$ cat src/sup_pkg.sv
package sup_pkg;

  ////////////////////////////////////////////////////////////////////////////
  // clock and timing
  localparam int unsigned CLK_HZ    = 10_000_000;
  localparam int unsigned CLK_NS    = 100;
  // power-up delay, nominal figure
  localparam int unsigned POWER_UP_DELAY_TIMER_MS   = 64;
  localparam int unsigned POWER_UP_DELAY_TIMER_CYC  = POWER_UP_DELAY_TIMER_MS * (CLK_HZ / 1000);
  // brown-out dip filter, least time, rounded up
  localparam int unsigned FILT_NS   = 2000;
  localparam int unsigned FILT_CYC  = (FILT_NS + CLK_NS - 1) / CLK_NS;
  // brown-out circuit settling before it reports ready, rounded up
  localparam int unsigned RDY_NS    = 10000;
  localparam int unsigned RDY_CYC   = (RDY_NS + CLK_NS - 1) / CLK_NS;

  ////////////////////////////////////////////////////////////////////////////
  // pin input vector positions
  localparam int unsigned PIN_W     = 3;
  localparam int unsigned PIN_OK    = 0;
  localparam int unsigned PIN_LO    = 1;
  localparam int unsigned PIN_HI    = 2;
  localparam logic [2:0]  PIN_RST   = 3'h6;

  ////////////////////////////////////////////////////////////////////////////
  // register port
  localparam int unsigned AW        = 2;
  localparam int unsigned DW        = 8;
  localparam logic [1:0]  OFS_CTRL  = 2'h0;
  localparam logic [1:0]  OFS_STAT  = 2'h1;
  localparam int unsigned CTRL_SWEN = 7;
  localparam int unsigned CTRL_RDY  = 0;
  localparam logic        SWEN_RST  = 1'b0;
  localparam int unsigned STAT_POR  = 0;
  localparam int unsigned STAT_POWER_UP_DELAY_TIMER = 1;
  localparam int unsigned STAT_TRIP = 2;
  localparam int unsigned STAT_HOLD = 3;
  localparam int unsigned STAT_WAKE = 4;
  localparam int unsigned STAT_SEEN = 5;

  ////////////////////////////////////////////////////////////////////////////
  // types
  typedef enum logic [1:0] {
    MODE_OFF  = 2'h0,
    MODE_SW   = 2'h1,
    MODE_WAKE = 2'h2,
    MODE_ON   = 2'h3
  } sup_bor_mode_t;

  typedef enum logic [1:0] {
    ST_HOLD  = 2'h0,
    ST_TIME  = 2'h1,
    ST_READY = 2'h3,
    ST_RUN   = 2'h2
  } sup_state_t;

  typedef struct packed {
    sup_bor_mode_t brown_out_mode_sel;
    logic          brown_out_level_sel;
    logic          power_up_delay_enable_n;
  } sup_cfg_t;

  typedef struct packed {
    logic [AW-1:0] addr;
    logic [DW-1:0] wdata;
    logic          wr;
    logic          rd;
  } sup_bus_t;

endpackage : sup_pkg

$ cat src/sup_timer.sv
`timescale 1ns/1ns
`default_nettype none
module sup_timer #(
  parameter int unsigned LIMIT = 16,
  parameter int unsigned W     = $clog2(LIMIT + 1)
) (
  input  wire logic i_clk,    // block clock
  input  wire logic i_resetn, // sync reset, active low
  input  wire logic i_clear,  // restart from zero
  input  wire logic i_run,    // count this cycle
  output logic      o_done    // limit reached, held
);

  localparam logic [W-1:0] LIM = W'(LIMIT);

  logic [W-1:0] count;

  ////////////////////////////////////////////////////////////////////////////
  // saturating up-counter, clear wins over run
  always_ff @(posedge i_clk)
  begin
    if (!i_resetn)
      count <= '0;
    else if (i_clear)
      count <= '0;
    else if (i_run && (count != LIM))
      count <= count + W'(1);
  end

  // done is a compare on the count flop only
  assign o_done = (count == LIM);

endmodule : sup_timer
`default_nettype wire

$ cat src/sup_reset_seq.sv
// The address map and the plain strobed port were decided locally.
`timescale 1ns/1ns
`default_nettype none
module sup_reset_seq #(
  parameter int unsigned POWER_UP_DELAY_TIMER_CYC = sup_pkg::POWER_UP_DELAY_TIMER_CYC // power-up delay
) (
  input  wire logic              i_clk,       // 10 MHz block clock
  input  wire logic              i_resetn,    // sync reset, active low
  input  wire sup_pkg::sup_cfg_t i_cfg,       // configuration fields
  input  wire logic              i_sleep,     // core is in sleep
  input  wire logic              i_supply_ok, // supply at min level, pin
  input  wire logic [1:0]        i_below_brown_out_threshold, // lo/hi pin
  input  wire sup_pkg::sup_bus_t i_bus,       // register port
  output logic [7:0]             o_rdata,     // read data, next cycle
  output logic                   o_core_reset_hold,   // reset to core
  output logic                   o_wake_hold,         // delay wake-up
  output logic                   o_brown_out_bias_en  // analog enable
);

  logic [sup_pkg::PIN_W-1:0] sync1;
  logic [sup_pkg::PIN_W-1:0] sync2;
  logic [sup_pkg::PIN_W-1:0] sync3;
  logic [sup_pkg::PIN_W-1:0] pin_q;
  sup_pkg::sup_state_t       state;
  sup_pkg::sup_state_t       next_state;
  sup_pkg::sup_bor_mode_t    mode;
  logic                      sw_brown_out_enable;
  logic                      bor_on;
  logic                      next_bor_on;
  logic                      rdy_done;
  logic                      filt_done;
  logic                      power_up_delay_timer_done;
  logic                      por_hold;
  logic                      below_sel;
  logic                      prot_active;
  logic                      below_act;
  logic                      bor_trip;
  logic                      bor_seen;
  logic                      startup_wait;
  logic                      release_ok;
  logic [7:0]                ctrl_val;
  logic [7:0]                stat_val;
  logic                      wr_ctrl;
  logic                      wr_stat;

  assign mode = i_cfg.brown_out_mode_sel;

  ////////////////////////////////////////////////////////////////////////////
  // mode decode, used for the circuit enable and for start-up gating
  function automatic logic mode_enabled(
    input sup_pkg::sup_bor_mode_t m,
    input logic                   sleep,
    input logic                   swen
  );
    logic r;
    r = 1'b0;
    unique case (m)
      sup_pkg::MODE_ON:   r = 1'b1;
      sup_pkg::MODE_WAKE: r = !sleep;
      sup_pkg::MODE_SW:   r = swen;
      sup_pkg::MODE_OFF:  r = 1'b0;
    endcase
    return r;
  endfunction : mode_enabled

  function automatic logic mode_forced(input sup_pkg::sup_bor_mode_t m);
    return (m == sup_pkg::MODE_ON) || (m == sup_pkg::MODE_WAKE);
  endfunction : mode_forced

  ////////////////////////////////////////////////////////////////////////////
  // comparator pins: three flops, a change counts once flops 2 and 3 agree
  // reset value assumes low supply so nothing is released early
  always_ff @(posedge i_clk)
  begin
    if (!i_resetn)
    begin
      sync1 <= sup_pkg::PIN_RST;
      sync2 <= sup_pkg::PIN_RST;
      sync3 <= sup_pkg::PIN_RST;
      pin_q <= sup_pkg::PIN_RST;
    end
    else
    begin
      sync1 <= {i_below_brown_out_threshold, i_supply_ok};
      sync2 <= sync1;
      sync3 <= sync2;
      pin_q <= (pin_q & (sync2 ^ sync3)) | (sync3 & ~(sync2 ^ sync3));
    end
  end

  assign por_hold = !pin_q[sup_pkg::PIN_OK];

  assign below_sel = i_cfg.brown_out_level_sel ? pin_q[sup_pkg::PIN_HI]
                                               : pin_q[sup_pkg::PIN_LO];

  ////////////////////////////////////////////////////////////////////////////
  // circuit enable per mode
  assign next_bor_on = mode_enabled(mode, i_sleep, sw_brown_out_enable);

  always_ff @(posedge i_clk)
  begin
    if (!i_resetn)
      bor_on <= 1'b0;
    else
      bor_on <= next_bor_on;
  end

  // circuit settles for a fixed time after it is switched on
  sup_timer #(
    .LIMIT (sup_pkg::RDY_CYC)
  ) u_rdy_tmr (
    .i_clk    (i_clk),
    .i_resetn (i_resetn),
    .i_clear  (!bor_on),
    .i_run    (bor_on),
    .o_done   (rdy_done)
  );

  ////////////////////////////////////////////////////////////////////////////
  // protection only once the circuit reports ready
  assign prot_active = bor_on && rdy_done;
  assign below_act   = prot_active && below_sel;

  // dip filter, trips after more than the filter time below
  sup_timer #(
    .LIMIT (sup_pkg::FILT_CYC)
  ) u_filt_tmr (
    .i_clk    (i_clk),
    .i_resetn (i_resetn),
    .i_clear  (!below_act),
    .i_run    (below_act),
    .o_done   (filt_done)
  );

  // trip held while protection is active and supply stays below, released on recovery or when protection drops
  always_ff @(posedge i_clk)
  begin
    if (!i_resetn)
      bor_trip <= 1'b0;
    else
      bor_trip <= below_act && filt_done;
  end

  // sticky trip record, a new trip beats a clear in the same cycle
  always_ff @(posedge i_clk)
  begin
    if (!i_resetn)
      bor_seen <= 1'b0;
    else if (below_act && filt_done)
      bor_seen <= 1'b1;
    else if (wr_stat && i_bus.wdata[sup_pkg::STAT_SEEN])
      bor_seen <= 1'b0;
  end

  ////////////////////////////////////////////////////////////////////////////
  // power-up delay counts only in its state
  sup_timer #(
    .LIMIT (POWER_UP_DELAY_TIMER_CYC)
  ) u_power_up_delay_timer_tmr (
    .i_clk    (i_clk),
    .i_resetn (i_resetn),
    .i_clear  (state != sup_pkg::ST_TIME),
    .i_run    (state == sup_pkg::ST_TIME),
    .o_done   (power_up_delay_timer_done)
  );

  // forced modes wait for ready and good supply
  assign startup_wait = mode_forced(mode) && (!rdy_done || below_sel);
  // both holds gone before the delay may start
  assign release_ok   = !por_hold && !bor_trip;

  ////////////////////////////////////////////////////////////////////////////
  // start-up sequence; any hold sends it back to the start
  always_comb
  begin
    next_state = state;
    unique case (state)
      sup_pkg::ST_HOLD:
      begin
        // delay skipped when its enable bit is one
        if (release_ok)
          next_state = i_cfg.power_up_delay_enable_n ? sup_pkg::ST_READY
                                                     : sup_pkg::ST_TIME;
      end
      sup_pkg::ST_TIME:
      begin
        if (!release_ok)
          next_state = sup_pkg::ST_HOLD;
        else if (power_up_delay_timer_done)
          next_state = sup_pkg::ST_READY;
      end
      sup_pkg::ST_READY:
      begin
        if (!release_ok)
          next_state = sup_pkg::ST_HOLD;
        else if (!startup_wait)
          next_state = sup_pkg::ST_RUN;
      end
      sup_pkg::ST_RUN:
      begin
        if (!release_ok)
          next_state = sup_pkg::ST_HOLD;
      end
    endcase
  end

  always_ff @(posedge i_clk)
  begin
    if (!i_resetn)
      state <= sup_pkg::ST_HOLD;
    else
      state <= next_state;
  end

  // core held unless the sequence has reached run
  always_ff @(posedge i_clk)
  begin
    if (!i_resetn)
      o_core_reset_hold <= 1'b1;
    else
      o_core_reset_hold <= (next_state != sup_pkg::ST_RUN);
  end

  // only mode 10 delays wake-up; always-on never does
  always_ff @(posedge i_clk)
  begin
    if (!i_resetn)
      o_wake_hold <= 1'b0;
    else
      o_wake_hold <= (mode == sup_pkg::MODE_WAKE) && !rdy_done;
  end

  assign o_brown_out_bias_en = bor_on;

  ////////////////////////////////////////////////////////////////////////////
  // register port; writes take effect at once, no wait states
  assign wr_ctrl = i_bus.wr && (i_bus.addr == sup_pkg::OFS_CTRL);
  assign wr_stat = i_bus.wr && (i_bus.addr == sup_pkg::OFS_STAT);

  always_ff @(posedge i_clk)
  begin
    if (!i_resetn)
      sw_brown_out_enable <= sup_pkg::SWEN_RST;
    else if (wr_ctrl)
      sw_brown_out_enable <= i_bus.wdata[sup_pkg::CTRL_SWEN];
  end

  // ready bit readable beside the enable
  always_comb
  begin
    ctrl_val = 8'h00;
    ctrl_val[sup_pkg::CTRL_SWEN] = sw_brown_out_enable;
    ctrl_val[sup_pkg::CTRL_RDY]  = rdy_done;
    stat_val = 8'h00;
    stat_val[sup_pkg::STAT_POR]  = por_hold;
    stat_val[sup_pkg::STAT_POWER_UP_DELAY_TIMER] = (state == sup_pkg::ST_TIME);
    stat_val[sup_pkg::STAT_TRIP] = bor_trip;
    stat_val[sup_pkg::STAT_HOLD] = o_core_reset_hold;
    stat_val[sup_pkg::STAT_WAKE] = o_wake_hold;
    stat_val[sup_pkg::STAT_SEEN] = bor_seen;
  end

  // data stand only in the cycle after the strobe; unmapped reads zero
  always_ff @(posedge i_clk)
  begin
    if (!i_resetn)
      o_rdata <= 8'h00;
    else if (i_bus.rd && (i_bus.addr == sup_pkg::OFS_CTRL))
      o_rdata <= ctrl_val;
    else if (i_bus.rd && (i_bus.addr == sup_pkg::OFS_STAT))
      o_rdata <= stat_val;
    else
      o_rdata <= 8'h00;
  end
endmodule : sup_reset_seq
`default_nettype wire

$ cat config.mk
export PLATFORM = sky130hd
export DESIGN_NAME = sup_reset_seq
export DESIGN_NICKNAME = d
export VERILOG_FILES = /design/src/sup_pkg.sv /design/src/sup_timer.sv /design/src/sup_reset_seq.sv
export SDC_FILE = /design/constraint.sdc
export NUM_CORES = 1
export LEC_CHECK = 0
export ABC_CLOCK_PERIOD_IN_PS = 2400
export BUFFER_PORTS_ARGS = -buffer_cell sky130_fd_sc_hd__buf_2
export CORE_ASPECT_RATIO = 1.75
export CORE_MARGIN = 2
export CORE_UTILIZATION = 55
export CTS_CLUSTER_SIZE = 28
export DETAILED_ROUTE_END_ITERATION = 10
export MAX_ROUTING_LAYER = met4
export PLACE_DENSITY = 0.81
export SLEW_MARGIN = 20
export SYNTH_ARGS = -nofsm -noshare
export SYNTH_HDL_FRONTEND = slang
export SYNTH_SLANG_ARGS = --single-unit
$ cat constraint.sdc
create_clock -name i_clk -period 2.4 [get_ports i_clk]
set_input_delay 0.48 -clock i_clk [delete_from_list [all_inputs] [get_ports i_clk]]
set_output_delay 0.48 -clock i_clk [all_outputs]
set_load 0.01 [all_outputs]
==> results.tsv <==
metric	value	unit
run_status	completed	
dp_slack	0.580	ns
core	4360	um^2
endpoint_kind	flip-flop	
vias	1998	
dp_hpwl	3310	um
hold_viol_final	0	
yosysSeqAreaShare	0.482	
clk_latency	0.34	ns
r2r_slack	0.55	ns
layout.cells.most_common	dfxtp_1	
area_delta_synth_final	14.7	%
netlist_area	2450	um^2
initial_utilization	0.562	
fin_skew	0.00954	ns
htreeDepth	3	
synth_cells	270	
post_cts_buffers	0	
min_to	sync1[2]$_SDFF_PN1_	
drive_above_1_share	0.161	
dp.cells	342	
reg2reg_from	u_power_up_delay_timer_tmr.count[0]$_SDFFE_PP0P_	
num_rows	32	
cp.required	2.63	ns
setup_viol	0	
regToRegEndpoint	u_power_up_delay_timer_tmr.count[16]$_SDFFE_PP0P_	
ios	33	
timing.fmax	539	MHz
grt_pass1_vias	1931	
clkTransAtPathRegs	0.07	ns
post_cts_resized	0	
finalCritPeriodShare	0.773	
final-seq-area	1180	um^2
grt_max_degree	23	
final_core_util	0.644	
synth.avg_cell_area	9.08	um^2
synth.ff_latch_count	59	
io_buffers	25	
crit_fanout	8	
nets	330	
multi_input_area	1180	um^2
cp_slowest_cell	dfxtp_1	
track_usage	0.224	
grtUsageMet2	0.374	
cp.arrival	2.08	ns
ys_types	43	
final_cell_mix	dfxtp_1 (59), nor2_1 (27), buf_2 (25), inv_1 (17), a21oi_1 (17)	
overflow	0	
cpPeakStageDelay	0.42	ns
wl_per_cell	13.2	um
p_per_area	675	nW/um^2
ff2ff_path_depth	6	
place.gp.congestion	0.758	
hold_class	input port to flip-flop	
num_antenna_cells	0	
slew_viol_final	0	
ant_nets	0	
rsz0062_at_grt	no	
final.setup.worst_slack	0.545	ns
min_from	i_below_brown_out_threshold[1]	
grt_pass1_wl	8030	um
cts_made_buffers	9	
maxCapViolations	0	
use_met1	0.219	
die_y	92.3	um
ir_drop	524	uV
clock_sinks	59	
fin_setup_tns	0	ns
cp-start-kind	flip-flop	
cts_buffer_depth	2	
p_leak	0.00102	uW
drt_iter0_drc	48	
viasPerCell	5.61	
die_area	5030	um^2
wirelength	4710	um
hold_path_depth	2	
synthesis.nets	298	
drcViolationCount	0	
cts_tree	built	
fill_cells	379	
post-route-min-period	1.85	ns
ys_warn_count	0	
cts_root_buffer	clkbuf_8	
grt_use_met3	0.0645	
timing.critical_path.mode_cell	nand3_1	
antenna_found_initial	0	
worstPathCellList	ha_1 -> nand3_1 -> nor4_1 -> buf_4 -> nand3_1 -> mux2_2	
fin_cells	356	
die_w	54.5	um
dr.pass1.iters	4	
holdBufCountCts	0	
crit_type	flip-flop to flip-flop	
gr-max-usage-layer	met2	
-- registers in the layout, indices dropped and copies added, names as in the netlist, named ones only --
name,flops
o_rdata,7
bor_trip,1
sync2,3
o_wake_hold,1
sw_brown_out_enable,1
state,2
o_core_reset_hold,1
u_rdy_tmr.count,7
u_power_up_delay_timer_tmr.count,20
bor_seen,1
sync1,3
o_brown_out_bias_en,1
u_filt_tmr.count,5
sync3,3
-- Yosys cell counts --
library cell / instances / area, um^2
nor4_1: 4 / 25.0
nor4b_1: 2 / 17.5
nor3b_1: 1 / 7.51
ha_1: 6 / 75.1
nand2_1: 13 / 48.8
nor2_1: 27 / 101
a221oi_1: 1 / 8.76
or3_1: 5 / 31.3
or4_1: 1 / 7.51
a31o_2: 1 / 8.76
nand2b_1: 9 / 56.3
o21ai_0: 14 / 70.1
nand4_1: 6 / 37.5
o211ai_1: 1 / 7.51
nor2b_1: 2 / 12.5
buf_4: 1 / 7.51
and2_1: 6 / 37.5
nand4_4: 1 / 21.3
and4_1: 1 / 8.76
and4b_1: 1 / 10.0
a21oi_1: 17 / 85.1
xnor2_1: 9 / 78.8
nand4b_1: 5 / 43.8
conb_1: 1 / 3.75
mux2i_1: 3 / 30.0
inv_1: 17 / 63.8
a31oi_1: 3 / 18.8
mux2_2: 4 / 45.0
o31ai_1: 1 / 7.51
and4bb_2: 1 / 12.5
and3_1: 7 / 43.8
buf_1: 1 / 3.75
or4_4: 1 / 11.3
nand3b_1: 1 / 7.51
nor4bb_1: 1 / 10.0
nand3_1: 15 / 75.1
a21o_1: 1 / 7.51
a21boi_0: 2 / 15.0
or3_2: 1 / 7.51
nor3_1: 8 / 40.0
clkbuf_1: 4 / 15.0
xor2_1: 5 / 43.8
dfxtp_1: 59 / 1180
-- where the power goes --
part | leakage, uW | switching, uW | internal (uW)
clock network | 0.0000950 | 364 | 493
registers | 0.000478 | 5.97 | 990
logic | 0.000444 | 23.1 | 22.2
total | 0.00102 | 393 | 1500
-- worst max-delay path, delay by kind of cell (launching register included) --
kind | cells | cell delay, ns
and+or+nand+nor | 3 | 0.65
DFF | 1 | 0.42
muxes | 1 | 0.28
adders and majority gates | 1 | 0.22
buffers and inverters | 1 | 0.18
-- through the flow --
stage | total power, uW | hold slack, ns | cell area, um^2
finish | 1900 | 0.327 | 2810
global route | 1960 | 0.312 | 2810
CTS | 1920 | 0.313 | 2810
detailed placement | 1060 | 0.402 | 2630
global placement | 1060 | 0.394 | 2630
floorplan | 1040 | 0.386 | 2450
-- layer usage --
layer / vias up / routed length [um]
li1: 1005 / -
met4: 0 / 125
met5: - / 0
met2: 40 / 2530
met1: 942 / 1880
met3: 11 / 171
-- cell type report --
cell class,instances,share of cell area
clock buffers,11,0.0503
multi-input cells,188,0.420
repair buffers,27,0.0499
well taps,51,0.0227
clock inverters,3,0.0142
inverters,17,0.0227
flip-flops and latches,59,0.420
-- logic make-up after synthesis --
group,Yosys count,share of synthesized area
xor gates and xnor gates,14,0.0500
adders and majority gates,6,0.0306
AOI/OAI and AO/OA,41,0.0934
and+or+nand+nor,119,0.275
DFF,59,0.482
muxes,7,0.0306
other,1,0.00153
buffers and inverters,23,0.0368
-- worst max path at each step --
stage / from / endpoint / cells past startpoint
floorplan: u_power_up_delay_timer_tmr.count[0]$_SDFFE_PP0P_ / u_power_up_delay_timer_tmr.count[16]$_SDFFE_PP0P_ / 5
global placement: u_power_up_delay_timer_tmr.count[1]$_SDFFE_PP0P_ / u_power_up_delay_timer_tmr.count[18]$_SDFFE_PP0P_ / 6
detailed placement: u_power_up_delay_timer_tmr.count[1]$_SDFFE_PP0P_ / u_power_up_delay_timer_tmr.count[16]$_SDFFE_PP0P_ / 6
CTS: u_power_up_delay_timer_tmr.count[0]$_SDFFE_PP0P_ / u_power_up_delay_timer_tmr.count[16]$_SDFFE_PP0P_ / 6
global route: u_power_up_delay_timer_tmr.count[1]$_SDFFE_PP0P_ / u_power_up_delay_timer_tmr.count[16]$_SDFFE_PP0P_ / 6
finish: u_power_up_delay_timer_tmr.count[0]$_SDFFE_PP0P_ / u_power_up_delay_timer_tmr.count[16]$_SDFFE_PP0P_ / 6
Note: power is estimated with default switching activity, not from simulation.
